[src/design/sdpi_cfg.svh]
// Register map, field positions, reset values and timing counts
`ifndef SDPI_CFG_SVH
`define SDPI_CFG_SVH
`define SDPI_REG_GAIN 8'h19
`define SDPI_REG_BLANK 8'h1A
`define SDPI_REG_STAT 8'h1B
`define SDPI_GAIN_RST 8'h21
`define SDPI_BLANK_RST 8'h0A
`define SDPI_DIV_MSB 7
`define SDPI_DIV_LSB 5
`define SDPI_MULT_MSB 4
`define SDPI_MULT_LSB 0
`define SDPI_STAT_STALL 0
`define SDPI_STAT_BLANK 1
`define SDPI_CLK_NS 20
`define SDPI_BLANK_STEP_NS 100000
`define SDPI_BLANK_STEP_CYC (`SDPI_BLANK_STEP_NS / `SDPI_CLK_NS)
`define SDPI_I2C_ADDR 7'h30
`define SDPI_FIXED_REF 8'hC0
`endif

[src/design/sdpi_pkg.sv]
// Types shared by the stall detect and integral gain block
package sdpi_pkg;
   typedef enum logic [2:0] {
      SDPI_IDLE, SDPI_ADDR, SDPI_PTR, SDPI_WDATA, SDPI_ACK, SDPI_RDATA, SDPI_RACK
   } sdpi_i2c_st_t;
   typedef struct packed {
      logic wr;
      logic [7:0] addr;
      logic [7:0] data;
   } sdpi_wr_t;
endpackage : sdpi_pkg

[src/design/sdpi_top.sv]
// Stall detection with inrush blanking and PI integral gain register
// ==========================================================
// Notes on behaviour
// - Integral gain register at 0x19 resets to 0x21: multiplier 1, divisor code 001b.
// - Divisor code bits 7..5: 32,64,128,256,512,16,1 for codes 000b..110b.
// - Bits 4..0 hold the five-bit read/write integral multiplier.
// - Applied integral gain is multiplier divided by selected divisor.
// - Stall compares sensed current level against reference, or fixed 3 V level.
// - During programmed inrush blanking after start, high current is not a stall.
// - Stall response select pin chooses the action taken on a stall.
// - Current regulation select pin enables regulation during inrush and stall.
// - On stall, fault_n goes low and host-readable status bit 0 gets set.
// - One trip threshold from the reference serves stall and regulation.
`include "sdpi_cfg.svh"
module sdpi_top
   import sdpi_pkg::*;
#(
   parameter int BLANK_STEP_CYC = `SDPI_BLANK_STEP_CYC,
   parameter logic [6:0] DEV_ADDR = `SDPI_I2C_ADDR,
   parameter logic [7:0] FIXED_REF = `SDPI_FIXED_REF
) (
   input wire logic clk_in,
   input wire logic nrst_in,
   input wire logic scl_in,
   input wire logic sda_in,
   output logic sda_out,
   output logic sda_oe_out,
   input wire logic stall_response_sel_in,
   input wire logic current_reg_sel_in,
   input wire logic motor_run_in,
   input wire logic [7:0] current_sense_out_lvl_in,
   input wire logic [7:0] trip_current_level_in,
   output logic fault_n_out,
   output logic fault_n_oe_out,
   output logic bridge_en_out,
   output logic chop_out,
   output logic [4:0] integral_multiplier_out,
   output logic [3:0] integral_shift_out
);
   // ==========================================================
   // Register access over I2C
   sdpi_wr_t wr;
   logic [7:0] rd_addr;
   logic [7:0] rd_data;
   logic sda_oe_i;
   sdpi_i2c_target #(.DEV_ADDR(DEV_ADDR)) u_i2c (
      .clk_in(clk_in),
      .nrst_in(nrst_in),
      .scl_in(scl_in),
      .sda_in(sda_in),
      .sda_oe_out(sda_oe_i),
      .wr_out(wr),
      .rd_addr_out(rd_addr),
      .rd_data_in(rd_data)
   );
   always_ff @(posedge clk_in or negedge nrst_in) begin
      if (!nrst_in) begin
         sda_out <= 1'b0;
         sda_oe_out <= 1'b0;
      end else begin
         sda_out <= 1'b0;
         sda_oe_out <= sda_oe_i;
      end
   end

   logic [7:0] pi_integral_gain_ff;
   logic [7:0] inrush_blank_time_ff;
   logic stall_flag_ff;
   logic blanking;
   wire wr_gain = wr.wr && (wr.addr == `SDPI_REG_GAIN);
   wire wr_blank = wr.wr && (wr.addr == `SDPI_REG_BLANK);
   wire clr_stall = wr.wr && (wr.addr == `SDPI_REG_STAT) && wr.data[`SDPI_STAT_STALL];
   wire [7:0] stat_w = {6'h00, blanking, stall_flag_ff};
   assign rd_data = (rd_addr == `SDPI_REG_GAIN) ? pi_integral_gain_ff :
                    (rd_addr == `SDPI_REG_BLANK) ? inrush_blank_time_ff :
                    (rd_addr == `SDPI_REG_STAT) ? stat_w : 8'h00;

   always_ff @(posedge clk_in or negedge nrst_in) begin
      if (!nrst_in) begin
         pi_integral_gain_ff <= `SDPI_GAIN_RST;
         inrush_blank_time_ff <= `SDPI_BLANK_RST;
      end else begin
         if (wr_gain) pi_integral_gain_ff <= wr.data;
         if (wr_blank) inrush_blank_time_ff <= wr.data;
      end
   end

   // ==========================================================
   // Integral gain: divisors are powers of two, so the loop shifts
   wire [2:0] div_sel = pi_integral_gain_ff[`SDPI_DIV_MSB:`SDPI_DIV_LSB];
   logic [3:0] nxt_shift;
   always_comb begin
      case (div_sel)
         3'h0: nxt_shift = 4'h5;
         3'h1: nxt_shift = 4'h6;
         3'h2: nxt_shift = 4'h7;
         3'h3: nxt_shift = 4'h8;
         3'h4: nxt_shift = 4'h9;
         3'h5: nxt_shift = 4'h4;
         3'h6: nxt_shift = 4'h0;
         default: nxt_shift = 4'h5;
      endcase
   end
   always_ff @(posedge clk_in or negedge nrst_in) begin
      if (!nrst_in) begin
         integral_multiplier_out <= 5'h01;
         integral_shift_out <= 4'h6;
      end else begin
         integral_multiplier_out <= pi_integral_gain_ff[`SDPI_MULT_MSB:`SDPI_MULT_LSB];
         integral_shift_out <= nxt_shift;
      end
   end

   // ==========================================================
   // Mode pins come from the board, so they are synchronised
   logic [1:0] resp_sel_sync_ff, reg_sel_sync_ff;
   always_ff @(posedge clk_in or negedge nrst_in) begin
      if (!nrst_in) begin
         resp_sel_sync_ff <= 2'b00;
         reg_sel_sync_ff <= 2'b00;
      end else begin
         resp_sel_sync_ff <= {resp_sel_sync_ff[0], stall_response_sel_in};
         reg_sel_sync_ff <= {reg_sel_sync_ff[0], current_reg_sel_in};
      end
   end
   wire resp_sel = resp_sel_sync_ff[1];
   wire reg_sel = reg_sel_sync_ff[1];

   // ==========================================================
   // Trip threshold, clamped at the fixed 3 V equivalent
   wire [7:0] trip_lvl = (trip_current_level_in > FIXED_REF) ? FIXED_REF
                                                             : trip_current_level_in;
   wire over_trip = current_sense_out_lvl_in > trip_lvl;

   // ==========================================================
   // Inrush blanking: a step divider and a count loaded at start
   logic run_d_ff;
   logic [31:0] step_cnt_ff;
   logic [7:0] blank_cnt_ff;
   wire run_start = motor_run_in & ~run_d_ff;
   wire step_w = (step_cnt_ff == 32'(BLANK_STEP_CYC - 1));
   assign blanking = run_start || (blank_cnt_ff != 8'h00);
   always_ff @(posedge clk_in or negedge nrst_in) begin
      if (!nrst_in) begin
         run_d_ff <= 1'b0;
         step_cnt_ff <= 32'h0000_0000;
         blank_cnt_ff <= 8'h00;
      end else begin
         run_d_ff <= motor_run_in;
         step_cnt_ff <= (run_start || step_w) ? 32'h0000_0000 : step_cnt_ff + 32'h0000_0001;
         if (run_start) blank_cnt_ff <= inrush_blank_time_ff;
         else if (step_w && blank_cnt_ff != 8'h00) blank_cnt_ff <= blank_cnt_ff - 8'h01;
      end
   end

   // ==========================================================
   // Stall flag, response and regulation
   wire stall_evt = motor_run_in & ~blanking & over_trip;
   always_ff @(posedge clk_in or negedge nrst_in) begin
      if (!nrst_in) begin
         stall_flag_ff <= 1'b0;
         fault_n_out <= 1'b0;
         fault_n_oe_out <= 1'b0;
         bridge_en_out <= 1'b0;
         chop_out <= 1'b0;
      end else begin
         // Set wins over a clear arriving in the same cycle
         if (stall_evt) stall_flag_ff <= 1'b1;
         else if (clr_stall) stall_flag_ff <= 1'b0;
         fault_n_out <= 1'b0;
         fault_n_oe_out <= stall_flag_ff;
         // Low select stops the bridge until software clears the flag
         bridge_en_out <= motor_run_in & ~(stall_flag_ff & ~resp_sel);
         chop_out <= reg_sel & motor_run_in & over_trip;
      end
   end
endmodule // sdpi_top

[src/design/sdpi_i2c_target.sv]
// I2C target that turns bus transfers into register writes and reads
`include "sdpi_cfg.svh"
module sdpi_i2c_target
   import sdpi_pkg::*;
#(
   parameter logic [6:0] DEV_ADDR = `SDPI_I2C_ADDR
) (
   input wire logic clk_in,
   input wire logic nrst_in,
   input wire logic scl_in,
   input wire logic sda_in,
   output logic sda_oe_out,
   output sdpi_wr_t wr_out,
   output logic [7:0] rd_addr_out,
   input wire logic [7:0] rd_data_in
);
   // ==========================================================
   // Pin synchronisers
   logic [1:0] scl_sync_ff, sda_sync_ff;
   logic scl_d_ff, sda_d_ff;
   always_ff @(posedge clk_in or negedge nrst_in) begin
      if (!nrst_in) begin
         scl_sync_ff <= 2'b11;
         sda_sync_ff <= 2'b11;
         scl_d_ff <= 1'b1;
         sda_d_ff <= 1'b1;
      end else begin
         scl_sync_ff <= {scl_sync_ff[0], scl_in};
         sda_sync_ff <= {sda_sync_ff[0], sda_in};
         scl_d_ff <= scl_sync_ff[1];
         sda_d_ff <= sda_sync_ff[1];
      end
   end
   wire scl_s = scl_sync_ff[1];
   wire sda_s = sda_sync_ff[1];
   wire start_w = scl_s & scl_d_ff & sda_d_ff & ~sda_s;
   wire stop_w = scl_s & scl_d_ff & ~sda_d_ff & sda_s;
   wire rise_w = scl_s & ~scl_d_ff;
   wire fall_w = ~scl_s & scl_d_ff;

   // ==========================================================
   // Protocol engine
   sdpi_i2c_st_t st_ff;
   logic [7:0] sh_ff, tx_ff, ptr_ff;
   logic [3:0] cnt_ff;
   logic rd_ff, ptr_ok_ff;
   wire byte_done = (cnt_ff == 4'h8);
   wire addr_hit = (sh_ff[7:1] == DEV_ADDR);
   assign rd_addr_out = ptr_ff;

   always_ff @(posedge clk_in or negedge nrst_in) begin
      if (!nrst_in) begin
         st_ff <= SDPI_IDLE;
         sh_ff <= 8'h00;
         tx_ff <= 8'h00;
         ptr_ff <= 8'h00;
         cnt_ff <= 4'h0;
         rd_ff <= 1'b0;
         ptr_ok_ff <= 1'b0;
         sda_oe_out <= 1'b0;
         wr_out <= '0;
      end else begin
         wr_out.wr <= 1'b0;
         if (start_w) begin
            st_ff <= SDPI_ADDR;
            cnt_ff <= 4'h0;
            ptr_ok_ff <= 1'b0;
            sda_oe_out <= 1'b0;
         end else if (stop_w) begin
            st_ff <= SDPI_IDLE;
            sda_oe_out <= 1'b0;
         end else begin
            case (st_ff)
               SDPI_ADDR, SDPI_PTR, SDPI_WDATA: begin
                  if (rise_w && !byte_done) begin
                     sh_ff <= {sh_ff[6:0], sda_s};
                     cnt_ff <= cnt_ff + 4'h1;
                  end else if (fall_w && byte_done) begin
                     cnt_ff <= 4'h0;
                     sda_oe_out <= 1'b1;
                     st_ff <= SDPI_ACK;
                     if (st_ff == SDPI_ADDR) begin
                        rd_ff <= sh_ff[0];
                        if (!addr_hit) begin
                           sda_oe_out <= 1'b0;
                           st_ff <= SDPI_IDLE;
                        end
                     end else if (st_ff == SDPI_PTR) begin
                        ptr_ff <= sh_ff;
                        ptr_ok_ff <= 1'b1;
                     end else begin
                        wr_out <= '{wr: 1'b1, addr: ptr_ff, data: sh_ff};
                        ptr_ff <= ptr_ff + 8'h01;
                     end
                  end
               end
               SDPI_ACK: begin
                  if (fall_w) begin
                     if (rd_ff) begin
                        tx_ff <= {rd_data_in[6:0], 1'b0};
                        sda_oe_out <= ~rd_data_in[7];
                        st_ff <= SDPI_RDATA;
                     end else begin
                        sda_oe_out <= 1'b0;
                        st_ff <= ptr_ok_ff ? SDPI_WDATA : SDPI_PTR;
                     end
                  end
               end
               SDPI_RDATA: begin
                  if (rise_w) begin
                     cnt_ff <= cnt_ff + 4'h1;
                  end else if (fall_w) begin
                     if (cnt_ff == 4'h8) begin
                        sda_oe_out <= 1'b0;
                        cnt_ff <= 4'h0;
                        ptr_ff <= ptr_ff + 8'h01;
                        st_ff <= SDPI_RACK;
                     end else begin
                        sda_oe_out <= ~tx_ff[7];
                        tx_ff <= {tx_ff[6:0], 1'b0};
                     end
                  end
               end
               SDPI_RACK: begin
                  // A NACK from the host ends the read; wait for stop
                  if (rise_w) begin
                     st_ff <= sda_s ? SDPI_IDLE : SDPI_ACK;
                  end
               end
               default: st_ff <= SDPI_IDLE;
            endcase
         end
      end
   end
endmodule // sdpi_i2c_target

[config.mk]
export PLATFORM = sky130hd
export DESIGN_NAME = sdpi_top
export DESIGN_NICKNAME = d
export VERILOG_FILES = /design/src/design/sdpi_pkg.sv /design/src/design/sdpi_top.sv /design/src/design/sdpi_i2c_target.sv
export VERILOG_INCLUDE_DIRS = /design/src /design/src/design
export SDC_FILE = /design/constraint.sdc
export NUM_CORES = 1
export LEC_CHECK = 0
export BUFFER_PORTS_ARGS = -buffer_cell sky130_fd_sc_hd__buf_2
export CAP_MARGIN = 20
export CORE_MARGIN = 2
export CORE_UTILIZATION = 31
export DETAILED_ROUTE_END_ITERATION = 12
export PLACE_DENSITY = 0.51
export SLEW_MARGIN = 25
export SYNTH_ARGS = -nofsm -noshare
export SYNTH_HDL_FRONTEND = slang
export SYNTH_HIERARCHICAL = 1
export SYNTH_SLANG_ARGS = --single-unit
[constraint.sdc]
create_clock -name clk_in -period 2.15 [get_ports clk_in]
set_clock_uncertainty 0.1 [all_clocks]
set_input_delay 0.215 -clock clk_in [delete_from_list [all_inputs] [get_ports clk_in]]
set_output_delay 0.215 -clock clk_in [all_outputs]
set_load 0.01 [all_outputs]
* Yosys cells after proc, flatten, opt, wreduce, memory -nomap -nowiden
Index checks and enable logic that the tools add are counted.
** Cells by class
- Add/subtract/negate cells :: 4
- Magnitude comparators :: 2
- Eq/ne operators :: 43
- Muxes and demuxes :: 73
- Bitwise operators :: 29
- Reduce and logical (&&, ||, !) cells :: 30
** Operators by type and width (count)
- 8-bit two-way mux :: 17
- 17-bit two-way mux :: 7
- 8-bit by 5-bit == test with 1-bit output, second input constant :: 6
- 3-bit two-way mux :: 13
- 32-bit by 1-bit adder with 32-bit output, second input constant :: 1
- 32-bit by 13-bit == test with 1-bit output, second input constant :: 1
- 32-bit two-way mux :: 1
- 4-bit by 1-bit != test with 1-bit output, second input constant :: 8
- 8-bit one-hot mux with 2 select lines :: 2
- 4-bit two-way mux :: 7
- 4-bit one-hot mux with 6 select lines :: 1
- 1-bit two-way mux :: 21
- 3-bit == test, second input constant :: 6
- 6-bit AND reduction :: 3
- 2-bit by 1-bit != test with 1-bit output, second input constant :: 8
- 1-bit inverter :: 15
- 1-bit AND :: 14
- 7-bit AND reduction :: 2
- 2-bit nonzero test :: 7
- 3-bit by 2-bit == test with 1-bit output, second input constant :: 4
- 3-bit one-hot mux with 4 select lines :: 1
- 9-bit AND reduction :: 1
- 8-bit by 1-bit adder with 8-bit output, second input constant :: 1
- 8-bit > comparator :: 1
- 21 further kinds :: 33
** Storage, ports and cells
- Register bits after elaboration :: 132
- Logic and storage cells :: 210

* Logic depth before layout (Yosys ltp)
Gate-level depths: netlist of run 1.
- Depth after elaboration :: 12
- Gate-level depth with buffers :: 9

* Hierarchy
Netlist of run 1, hierarchy kept.
** By module, submodules not included
- sdpi_top :: instances 1, cells each 349, area an instance 3676.0 sq um, seq. area each 1885.6 sq um
- sdpi_i2c_target :: instances 1, cells each 253, area an instance 2718.9 sq um, seq. area each 1408.9 sq um

* Least setup slack after synthesis of run 1
Ideal clock, no wire load.
- Path kind :: flip-flop to flip-flop
- Start point :: register step_cnt_ff[0]
- End point :: register blank_cnt_ff[6]
- Arrival :: 1.853 ns
- Path slack :: 0.076 ns
- Stages on the path, launching flop included :: 7
- Path buffers :: 0
- Cells stage by stage :: dfrtp_1 ha_1 and4bb_2 nand4_1 or2_1 or4_1 a32o_1
** On the way
- Longest elaborated chain between the ends :: 3
** RTL lines
- from (decl) :: line sdpi_top.sv:138 : logic [31:0] step_cnt_ff;
- from (signal assigned) :: line sdpi_top.sv:150 : step_cnt_ff <= (run_start || step_w) ? 32'h0000_0000 : step_cnt_ff + 32'h0000_0001;
- 32-bit by 13-bit == test with 1-bit output :: line sdpi_top.sv:141 : wire step_w = (step_cnt_ff == 32'(BLANK_STEP_CYC - 1));
- 1-bit logical AND :: line sdpi_top.sv:152 : else if (step_w && blank_cnt_ff != 8'h00) blank_cnt_ff <= blank_cnt_ff - 8'h01;
- 2-bit nonzero test (no source line)
- to (signal assigned) :: line sdpi_top.sv:151 : if (run_start) blank_cnt_ff <= inrush_blank_time_ff;
- to (signal assigned) :: line sdpi_top.sv:152
- to (decl) :: line sdpi_top.sv:139 : logic [7:0] blank_cnt_ff;
No other way between the ends.
A chain may end at the register's enable or synchronous reset.

* Final worst setup path of run 1
- Start point :: register step_cnt_ff[31]
- End point :: register blank_cnt_ff[2]
The elaborated chain is that of the path after synthesis.

==> run_results.csv, run 1 <==
group,metric,value,unit
routing,drt_iter0_drc,204,
sta,tns,0,ps
routing,routed-via-count,4840,
power_and_ir_drop,switching_share,0.230,
placement,numPortBuffers,35,
power_and_ir_drop,comb_power_share,0.071,
power_and_ir_drop,irDropWorstVdd,0.000548,V
logic_synthesis,synthTopCellsByCount,"118 x dfrtp_1, 73 x nor2_1, 49 x nand2_1",
sta,layout_min_cycle_time,2050,ps
placement,dp_hpwl,10300,um
sta,fin_crit_sh,0.955,
floorplan,die_h,148,um
routing,wl_per_cell,14.3,um
global_route,grt_pass1_wl,24000,um
global_route,grt_pass1_vias,4876,
logic_synthesis,async_flop_share,1.00,
floorplan,ios,38,
power_and_ir_drop,internal_power,4.63,mW
clock_tree,clk_path_buf_depth,2,
logic_synthesis,ys_seq_elements,131,
clock_tree,clock_latency,420,ps
placement,placed_cell_area,0.00730,mm^2
logic_synthesis,synthTopCellsByArea,"dfrtp_1 46%, mux2_2 7.0%, dfstp_2 5.3%",
layout,layout-drive-gt1-share,0.282,
layout,areaGrowthSynthToFinish,25.8,%
outcome,outcome,"complete, no violations",
layout,final_cells,987,
clock_tree,cts_buffers,17,
global_route,gr-usage-all-layers,0.137,
floorplan,core_area,0.0202,mm^2
global_route,gr-total-overflow,0,
logic_synthesis,syn_inst,602,
layout,final.fill_count,1962,
logic_synthesis,ys_seq_area_frac,0.515,
layout,layout.nets,741,
power_and_ir_drop,power_frac_seq,0.435,
power_and_ir_drop,total_power,6.01,mW
power_and_ir_drop,power_leakage,3.66,nW
routing,drt-pass1-iter-count,4,
global_route,grt_antenna_before_repair,0,
logic_synthesis,ys_warn_count,6,
sta,layout_setup_ws,97.8,ps
layout,antenna_cells,0,
clock_tree,clock_sinks,131,
logic_synthesis,synth_edf_count,0,
floorplan,die_x,148,um
logic_synthesis,syn_area,0.00639,mm^2
placement,dp_cells,947,
sta,rsz0062_at_grt,"no",
logic_synthesis,synth.distinct_cells,62,
routing,drc,0,
sta,tightest_slew,558,ps
layout,fin_area,0.00805,mm^2
routing,wl,14200,um
power_and_ir_drop,switching_power,1.38,mW
power_and_ir_drop,power.density,748,mW/mm^2
placement,pre_cts_slack,-131,ps
logic_synthesis,synth_ff_type,"dfrtp_1",
logic_synthesis,yosysMostFrequentCell,"dfrtp_1",
flow_run,maxCapViolCount,0,
sta,finalSetupViolations,0,
sta,fmax,487,MHz
clock_tree,clockRootBuffer,"clkbuf_16",
routing,vias_per_cell,4.90,
layout,multi_input_area,0.00298,mm^2
floorplan,rows,52,
clock_tree,tritoncts,"built",
placement,place_congestion,0.797,
clock_tree,ctsHtreeMaxLevel,4,
sta,hold_viol,0,
global_route,grt_max_degree,50,
power_and_ir_drop,pwr-share-clk,0.494,
clock_tree,clk_pin_slew_worst_paths,60,ps
worst_setup_path,arrival,2290,ps
layout,register_area,0.00329,mm^2
logic_synthesis,synth.top_cell.area_share,0.462,
hold_path,hp-class,"in -> async",
worst_setup_path,crit_required,2390,ps
routing,ant_nets,0,
worst_setup_path,endpoint_kind,"flip-flop",
sta,drv_slew,0,
logic_synthesis,synth_area_leader_cell,"dfrtp_1",
sta,slew_headroom,0.628,
worst_setup_path,crit_type,"reg -> reg",
logic_synthesis,syn_area_per_cell,10.6,um^2
floorplan,initial_utilization,0.316,
worst_setup_path,cp-start-kind,"flip-flop",
floorplan,die_area,0.0218,mm^2
worst_setup_path,critPathMaxFanout,5,
==> layout by cell type, fill, tap and decap left out, types with 3 or more instances in the layout <==
master and instances:
buf_6 3, or3_1 5, mux2i_1 10, dfrtp_1 118, nand2b_1 8, o21a_1 7, dlygate4sd3_1 6, buf_12 3
and2_1 6, nand3b_1 3, ha_1 14, o22a_1 11, and3_1 5, a31oi_1 8, nand4_1 14, nor2b_1 10
nor3_1 4, nor4_4 3, o21ai_0 27, a21oi_1 17, clkinvlp_4 3, bufinv_16 3, a22oi_1 9, clkbuf_16 17
nor2_1 73, xor2_1 24, nand3_1 24, buf_4 58, dfstp_2 13, mux2_2 40, o31ai_1 4, xnor2_1 7
o41ai_1 5, nand2_1 49, buf_2 34, nor4_2 5, inv_1 17
==> area by class of cell <==
class,count,share of cell area
sequential,131,0.409
timing repair buffer,104,0.0944
tap,270,0.0420
inverter,17,0.00793
clock inverter,11,0.0190
multi-input combinational,433,0.370
clock buffer,21,0.0572
==> cells by family (layout without fill, tap and decap cells) <==
kind of cell / count (synthesis) / count (layout) / synth area share
and+or+nand+nor: 233 / 233 / 0.194
other: 1 / 2 / 0.000586
adders and majority gates: 14 / 14 / 0.0274
buffers and inverters: 39 / 153 / 0.0282
AOI/OAI and AO/OA: 103 / 103 / 0.107
muxes: 50 / 50 / 0.0861
DFF: 131 / 131 / 0.515
xor gates and xnor gates: 31 / 31 / 0.0425
==> flip-flops by register name, indices dropped and copies added, names as in the netlist, 2 cells and up <==
name,count
u_i2c/rd_addr_out,8
step_cnt_ff,32
integral_shift_out,4
integral_multiplier_out,5
u_i2c/sh_ff,8
pi_integral_gain_ff,8
u_i2c/sda_sync_ff,2
resp_sel_sync_ff,2
u_i2c/scl_sync_ff,2
u_i2c/st_ff,3
blank_cnt_ff,8
u_i2c/cnt_ff,4
inrush_blank_time_ff,8
reg_sel_sync_ff,2
u_i2c/wr_out,17
u_i2c/tx_ff,7
==> critical path: stages, from the launching register on <==
cell	delay, ps
dfrtp_1	390
nor4_2	290
nand4_1	180
or2_4	320
buf_6	130
or4_4	410
a31oi_1	170
==> stage by stage <==
step,hold WS [ps],util
floorplan,-181,-
global placement,63.6,0.361
detailed placement,69.3,0.361
CTS,178,0.396
global route,219,0.398
finish,174,0.398
==> what timing repair did <==
item	4_1_cts	5_1_grt
setup buffers	1	1
endpoints found under the hold margin	43	0
hold buffers	6	0
cloned	0	0
endpoints found under the setup margin	4	14
pin swaps	8	9
gates resized for setup	6	6
==> routing by layer <==
metal | vias up | part of all wire | wire, um | global-route usage
met4 | 0 | 0.019 | 263 | 0.0462
met1 | 2402 | 0.46 | 6540 | 0.176
met5 | - | 0 | 0 | 0
met3 | 23 | 0.033 | 473 | 0.0355
li1 | 2346 | - | - | -
met2 | 69 | 0.49 | 6870 | 0.225
==> power by group through the flow <==
| stage | logic, mW | registers (mW) | clock network [mW] |
|---|---|---|---|
| global placement | 0.414 | 2.65 | 0 |
| global route | 0.485 | 2.63 | 3.17 |
| detailed placement | 0.422 | 2.66 | 0 |
| CTS | 0.434 | 2.61 | 3.05 |
| finish | 0.429 | 2.62 | 2.97 |
| floorplan | 0.218 | 2.65 | 0 |
==> final timing paths <==
| path | startpoint | endpoint | slack, ps | cells after the start |
|---|---|---|---|---|
| max | step_cnt_ff[31]$_DFF_PN0_ | blank_cnt_ff[2]$_DFFE_PN0P_ | 100 | 6 |
| min | nrst_in | step_cnt_ff[20]$_DFF_PN0_ | 170 | 2 |
| max reg2reg | step_cnt_ff[31]$_DFF_PN0_ | blank_cnt_ff[2]$_DFFE_PN0P_ | 100 | 6 |
| min reg2reg | resp_sel_sync_ff[0]$_DFF_PN0_ | resp_sel_sync_ff[1]$_DFF_PN0_ | 250 | 0 |
| max in group asynchronous | nrst_in | inrush_blank_time_ff[3]$_DFFE_PN1P_ | 1090 | 3 |
| min in group clk_in | resp_sel_sync_ff[0]$_DFF_PN0_ | resp_sel_sync_ff[1]$_DFF_PN0_ | 250 | 0 |
(Power assumes the default switching activity.)
==> run 2, diff against run 1 <==
--- a/config.mk
+++ b/config.mk
@@ -12,6 +12,7 @@
 export CORE_UTILIZATION = 31
 export DETAILED_ROUTE_END_ITERATION = 12
 export PLACE_DENSITY = 0.51
+export REMOVE_ABC_BUFFERS = 1
 export SLEW_MARGIN = 25
 export SYNTH_ARGS = -nofsm -noshare
 export SYNTH_HDL_FRONTEND = slang
==> run 2 against run 1 <==
Against the previous run:
- critical path depth fell by 1
- largest cell class unchanged
- critical endpoint is now blank_cnt_ff[6]$_DFFE_PN0P_
- highest routed layer unchanged
- clock power is 4% lower
- critical path type unchanged
- total power shrank 1.7%
- register-to-register slack worse by 20 ps
==> run_results.csv, run 2 (same netlist as run 1, synthesis figures left out) <==
group,metric,value,unit
hold_path,hp-class,"in -> async",
layout,mostFrequentLayoutCells,"118 x dfrtp_1, 72 x nor2_1, 59 x buf_4",
routing,vias_per_cell,4.88,
layout,post-route-util,0.398,
worst_setup_path,cp-start-kind,"flip-flop",
worst_setup_path,crit_required,2340,ps
layout,final_cells,987,
layout,regMostFlops,"step_cnt_ff",
sta,finalSetupViolations,0,
routing,wl,14300,um
layout,areaGrowthSynthToFinish,25.8,%
worst_setup_path,max_stage_delay,410,ps
clock_tree,clock_sinks,131,
global_route,gr-usage-all-layers,0.137,
global_route,grt_use_met1,0.173,
sta,tightest_slew,560,ps
power_and_ir_drop,power_leakage,3.65,nW
layout,layout.nets,741,
global_route,grt-busiest-layer,"met2",
global_route,grt_pass1_wl,24300,um
sta,slew_headroom,0.626,
global_route,use_met2,0.232,
floorplan,core_area,0.0202,mm^2
clock_tree,cts_buffers,17,
layout,fin_area,0.00804,mm^2
floorplan,rows,52,
sta,rsz0062_at_grt,"no",
global_route,gr-total-overflow,0,
worst_setup_path,rrSetupSlack,80,ps
clock_tree,clk_pin_slew_worst_paths,60,ps
placement,place_congestion,0.807,
worst_setup_path,endpoint,"blank_cnt_ff[6]$_DFFE_PN0P_",
worst_setup_path,arrival,2270,ps
worst_setup_path,crit_path_start,"step_cnt_ff[5]$_DFF_PN0_",
floorplan,die_h,148,um
routing,ant_nets,0,
global_route,grt_pass1_vias,5011,
sta,holdWs,175,ps
power_and_ir_drop,power_frac_seq,0.442,
power_and_ir_drop,irDropWorstVdd,0.000547,V
placement,placed_cell_area,0.00728,mm^2
worst_setup_path,r2r-start,"step_cnt_ff[5]$_DFF_PN0_",
routing,drt-pass1-iter-count,4,
routing,drc,0,
power_and_ir_drop,switching_power,1.39,mW
placement,numPortBuffers,35,
clock_tree,clk_path_buf_depth,2,
power_and_ir_drop,comb_power_share,0.076,
global_route,grt_antenna_before_repair,0,
worst_setup_path,reg2reg_depth,5,
flow_run,maxCapViolCount,0,
clock_tree,tritoncts,"built",
worst_setup_path,endpoint_kind,"flip-flop",
power_and_ir_drop,total_power,5.91,mW
placement,dp_hpwl,10100,um
placement,dp_cells,945,
layout,largest_register_ffs,32,
power_and_ir_drop,internal_power,4.52,mW
routing,wl_per_cell,14.5,um
layout,reg.largest.list,"step_cnt_ff: 32 flops, u_i2c/wr_out: 17 flops",
outcome,outcome,"complete, no violations",
worst_setup_path,rr_endpoint,"blank_cnt_ff[6]$_DFFE_PN0P_",
clock_tree,clockRootBuffer,"clkbuf_16",
floorplan,die_x,148,um
floorplan,die_area,0.0218,mm^2
power_and_ir_drop,switching_share,0.235,
floorplan,ios,38,
sta,layout_min_cycle_time,2070,ps
layout,antenna_cells,0,
clock_tree,ctsHtreeMaxLevel,4,
power_and_ir_drop,pwr-share-clk,0.481,
sta,fin_crit_sh,0.964,
sta,drv_slew,0,
routing,drt_iter0_drc,242,
sta,fmax,483,MHz
routing,routed-via-count,4820,
sta,hold_viol,0,
layout,layout-drive-gt1-share,0.291,
floorplan,initial_utilization,0.316,
layout,layout_commonest_cell,"dfrtp_1",
global_route,grt_max_degree,66,
worst_setup_path,crit_type,"reg -> reg",
worst_setup_path,slowest_stage,"or4_1",
worst_setup_path,path_cells,"nor4_2 -> nand4_1 -> or2_4 -> or4_1 -> a32o_1",
clock_tree,clock_latency,410,ps
global_route,met3_usage,0.0386,
worst_setup_path,critPathMaxFanout,7,
power_and_ir_drop,power.density,735,mW/mm^2
[run 2: per-layer routing]
| layer | part of all wire | wire (um) |
|---|---|---|
| met3 | 0.031 | 444 |
| met1 | 0.45 | 6410 |
| met4 | 0.013 | 182 |
| met5 | 0 | 0 |
| met2 | 0.51 | 7290 |
[run 2: worst max-delay path: cells and delay by family (launching register included)]
family	cells	cell delay [ps]
and+or+nand+nor	4	1230
DFF	1	390
AOI/OAI and AO/OA	1	230
[run 2: stage by stage]
step	setup TNS, ps	worst slack [ps]
floorplan	-13.7	-13.7
global placement	-96.3	-96.3
detailed placement	-153	-145
CTS	0	12.2
global route	0	13.1
finish	0	78.1
[run 2: power groups by stage]
| stage | registers (mW) | logic (mW) | clock network, mW |
|---|---|---|---|
| 3_3_place_gp | 2.65 | 0.417 | 0 |
| 5_1_grt | 2.62 | 0.511 | 3.05 |
| 6_report | 2.61 | 0.452 | 2.85 |
| 2_1_floorplan | 2.65 | 0.208 | 0 |
| 3_5_place_dp | 2.65 | 0.428 | 0 |
| 4_1_cts | 2.61 | 0.442 | 2.92 |
[run 2: cell type report]
type                    count  area, um^2
clock buffers              20         457
repair buffers            104         756
inverters                  17        63.8
flip-flops and latches    131        3290
multi-input cells         433        3000
fillers                  1970       12200
clock inverters            12         131
well taps                 270         338
[run 2: how the worst min path moves through the flow]
stage          startpoint                           to  slack, ps  depth (start not counted)
2_1_floorplan     nrst_in  blank_cnt_ff[0]$_DFFE_PN0P_       -180                          0
4_1_cts           nrst_in    step_cnt_ff[29]$_DFF_PN0_        180                          2
3_5_place_dp      nrst_in    step_cnt_ff[29]$_DFF_PN0_         50                          1
3_3_place_gp      nrst_in    step_cnt_ff[20]$_DFF_PN0_         40                          1
5_1_grt           nrst_in    step_cnt_ff[29]$_DFF_PN0_        200                          2
6_report          nrst_in    step_cnt_ff[29]$_DFF_PN0_        170                          2
[run 2: repair_timing]
action,4_1_cts,5_1_grt
endpoints found under the hold margin,42,0
endpoints found under the setup margin,6,17
hold buffers,6,0
gates resized for setup,6,11
pin swaps,8,10
setup buffers,3,2
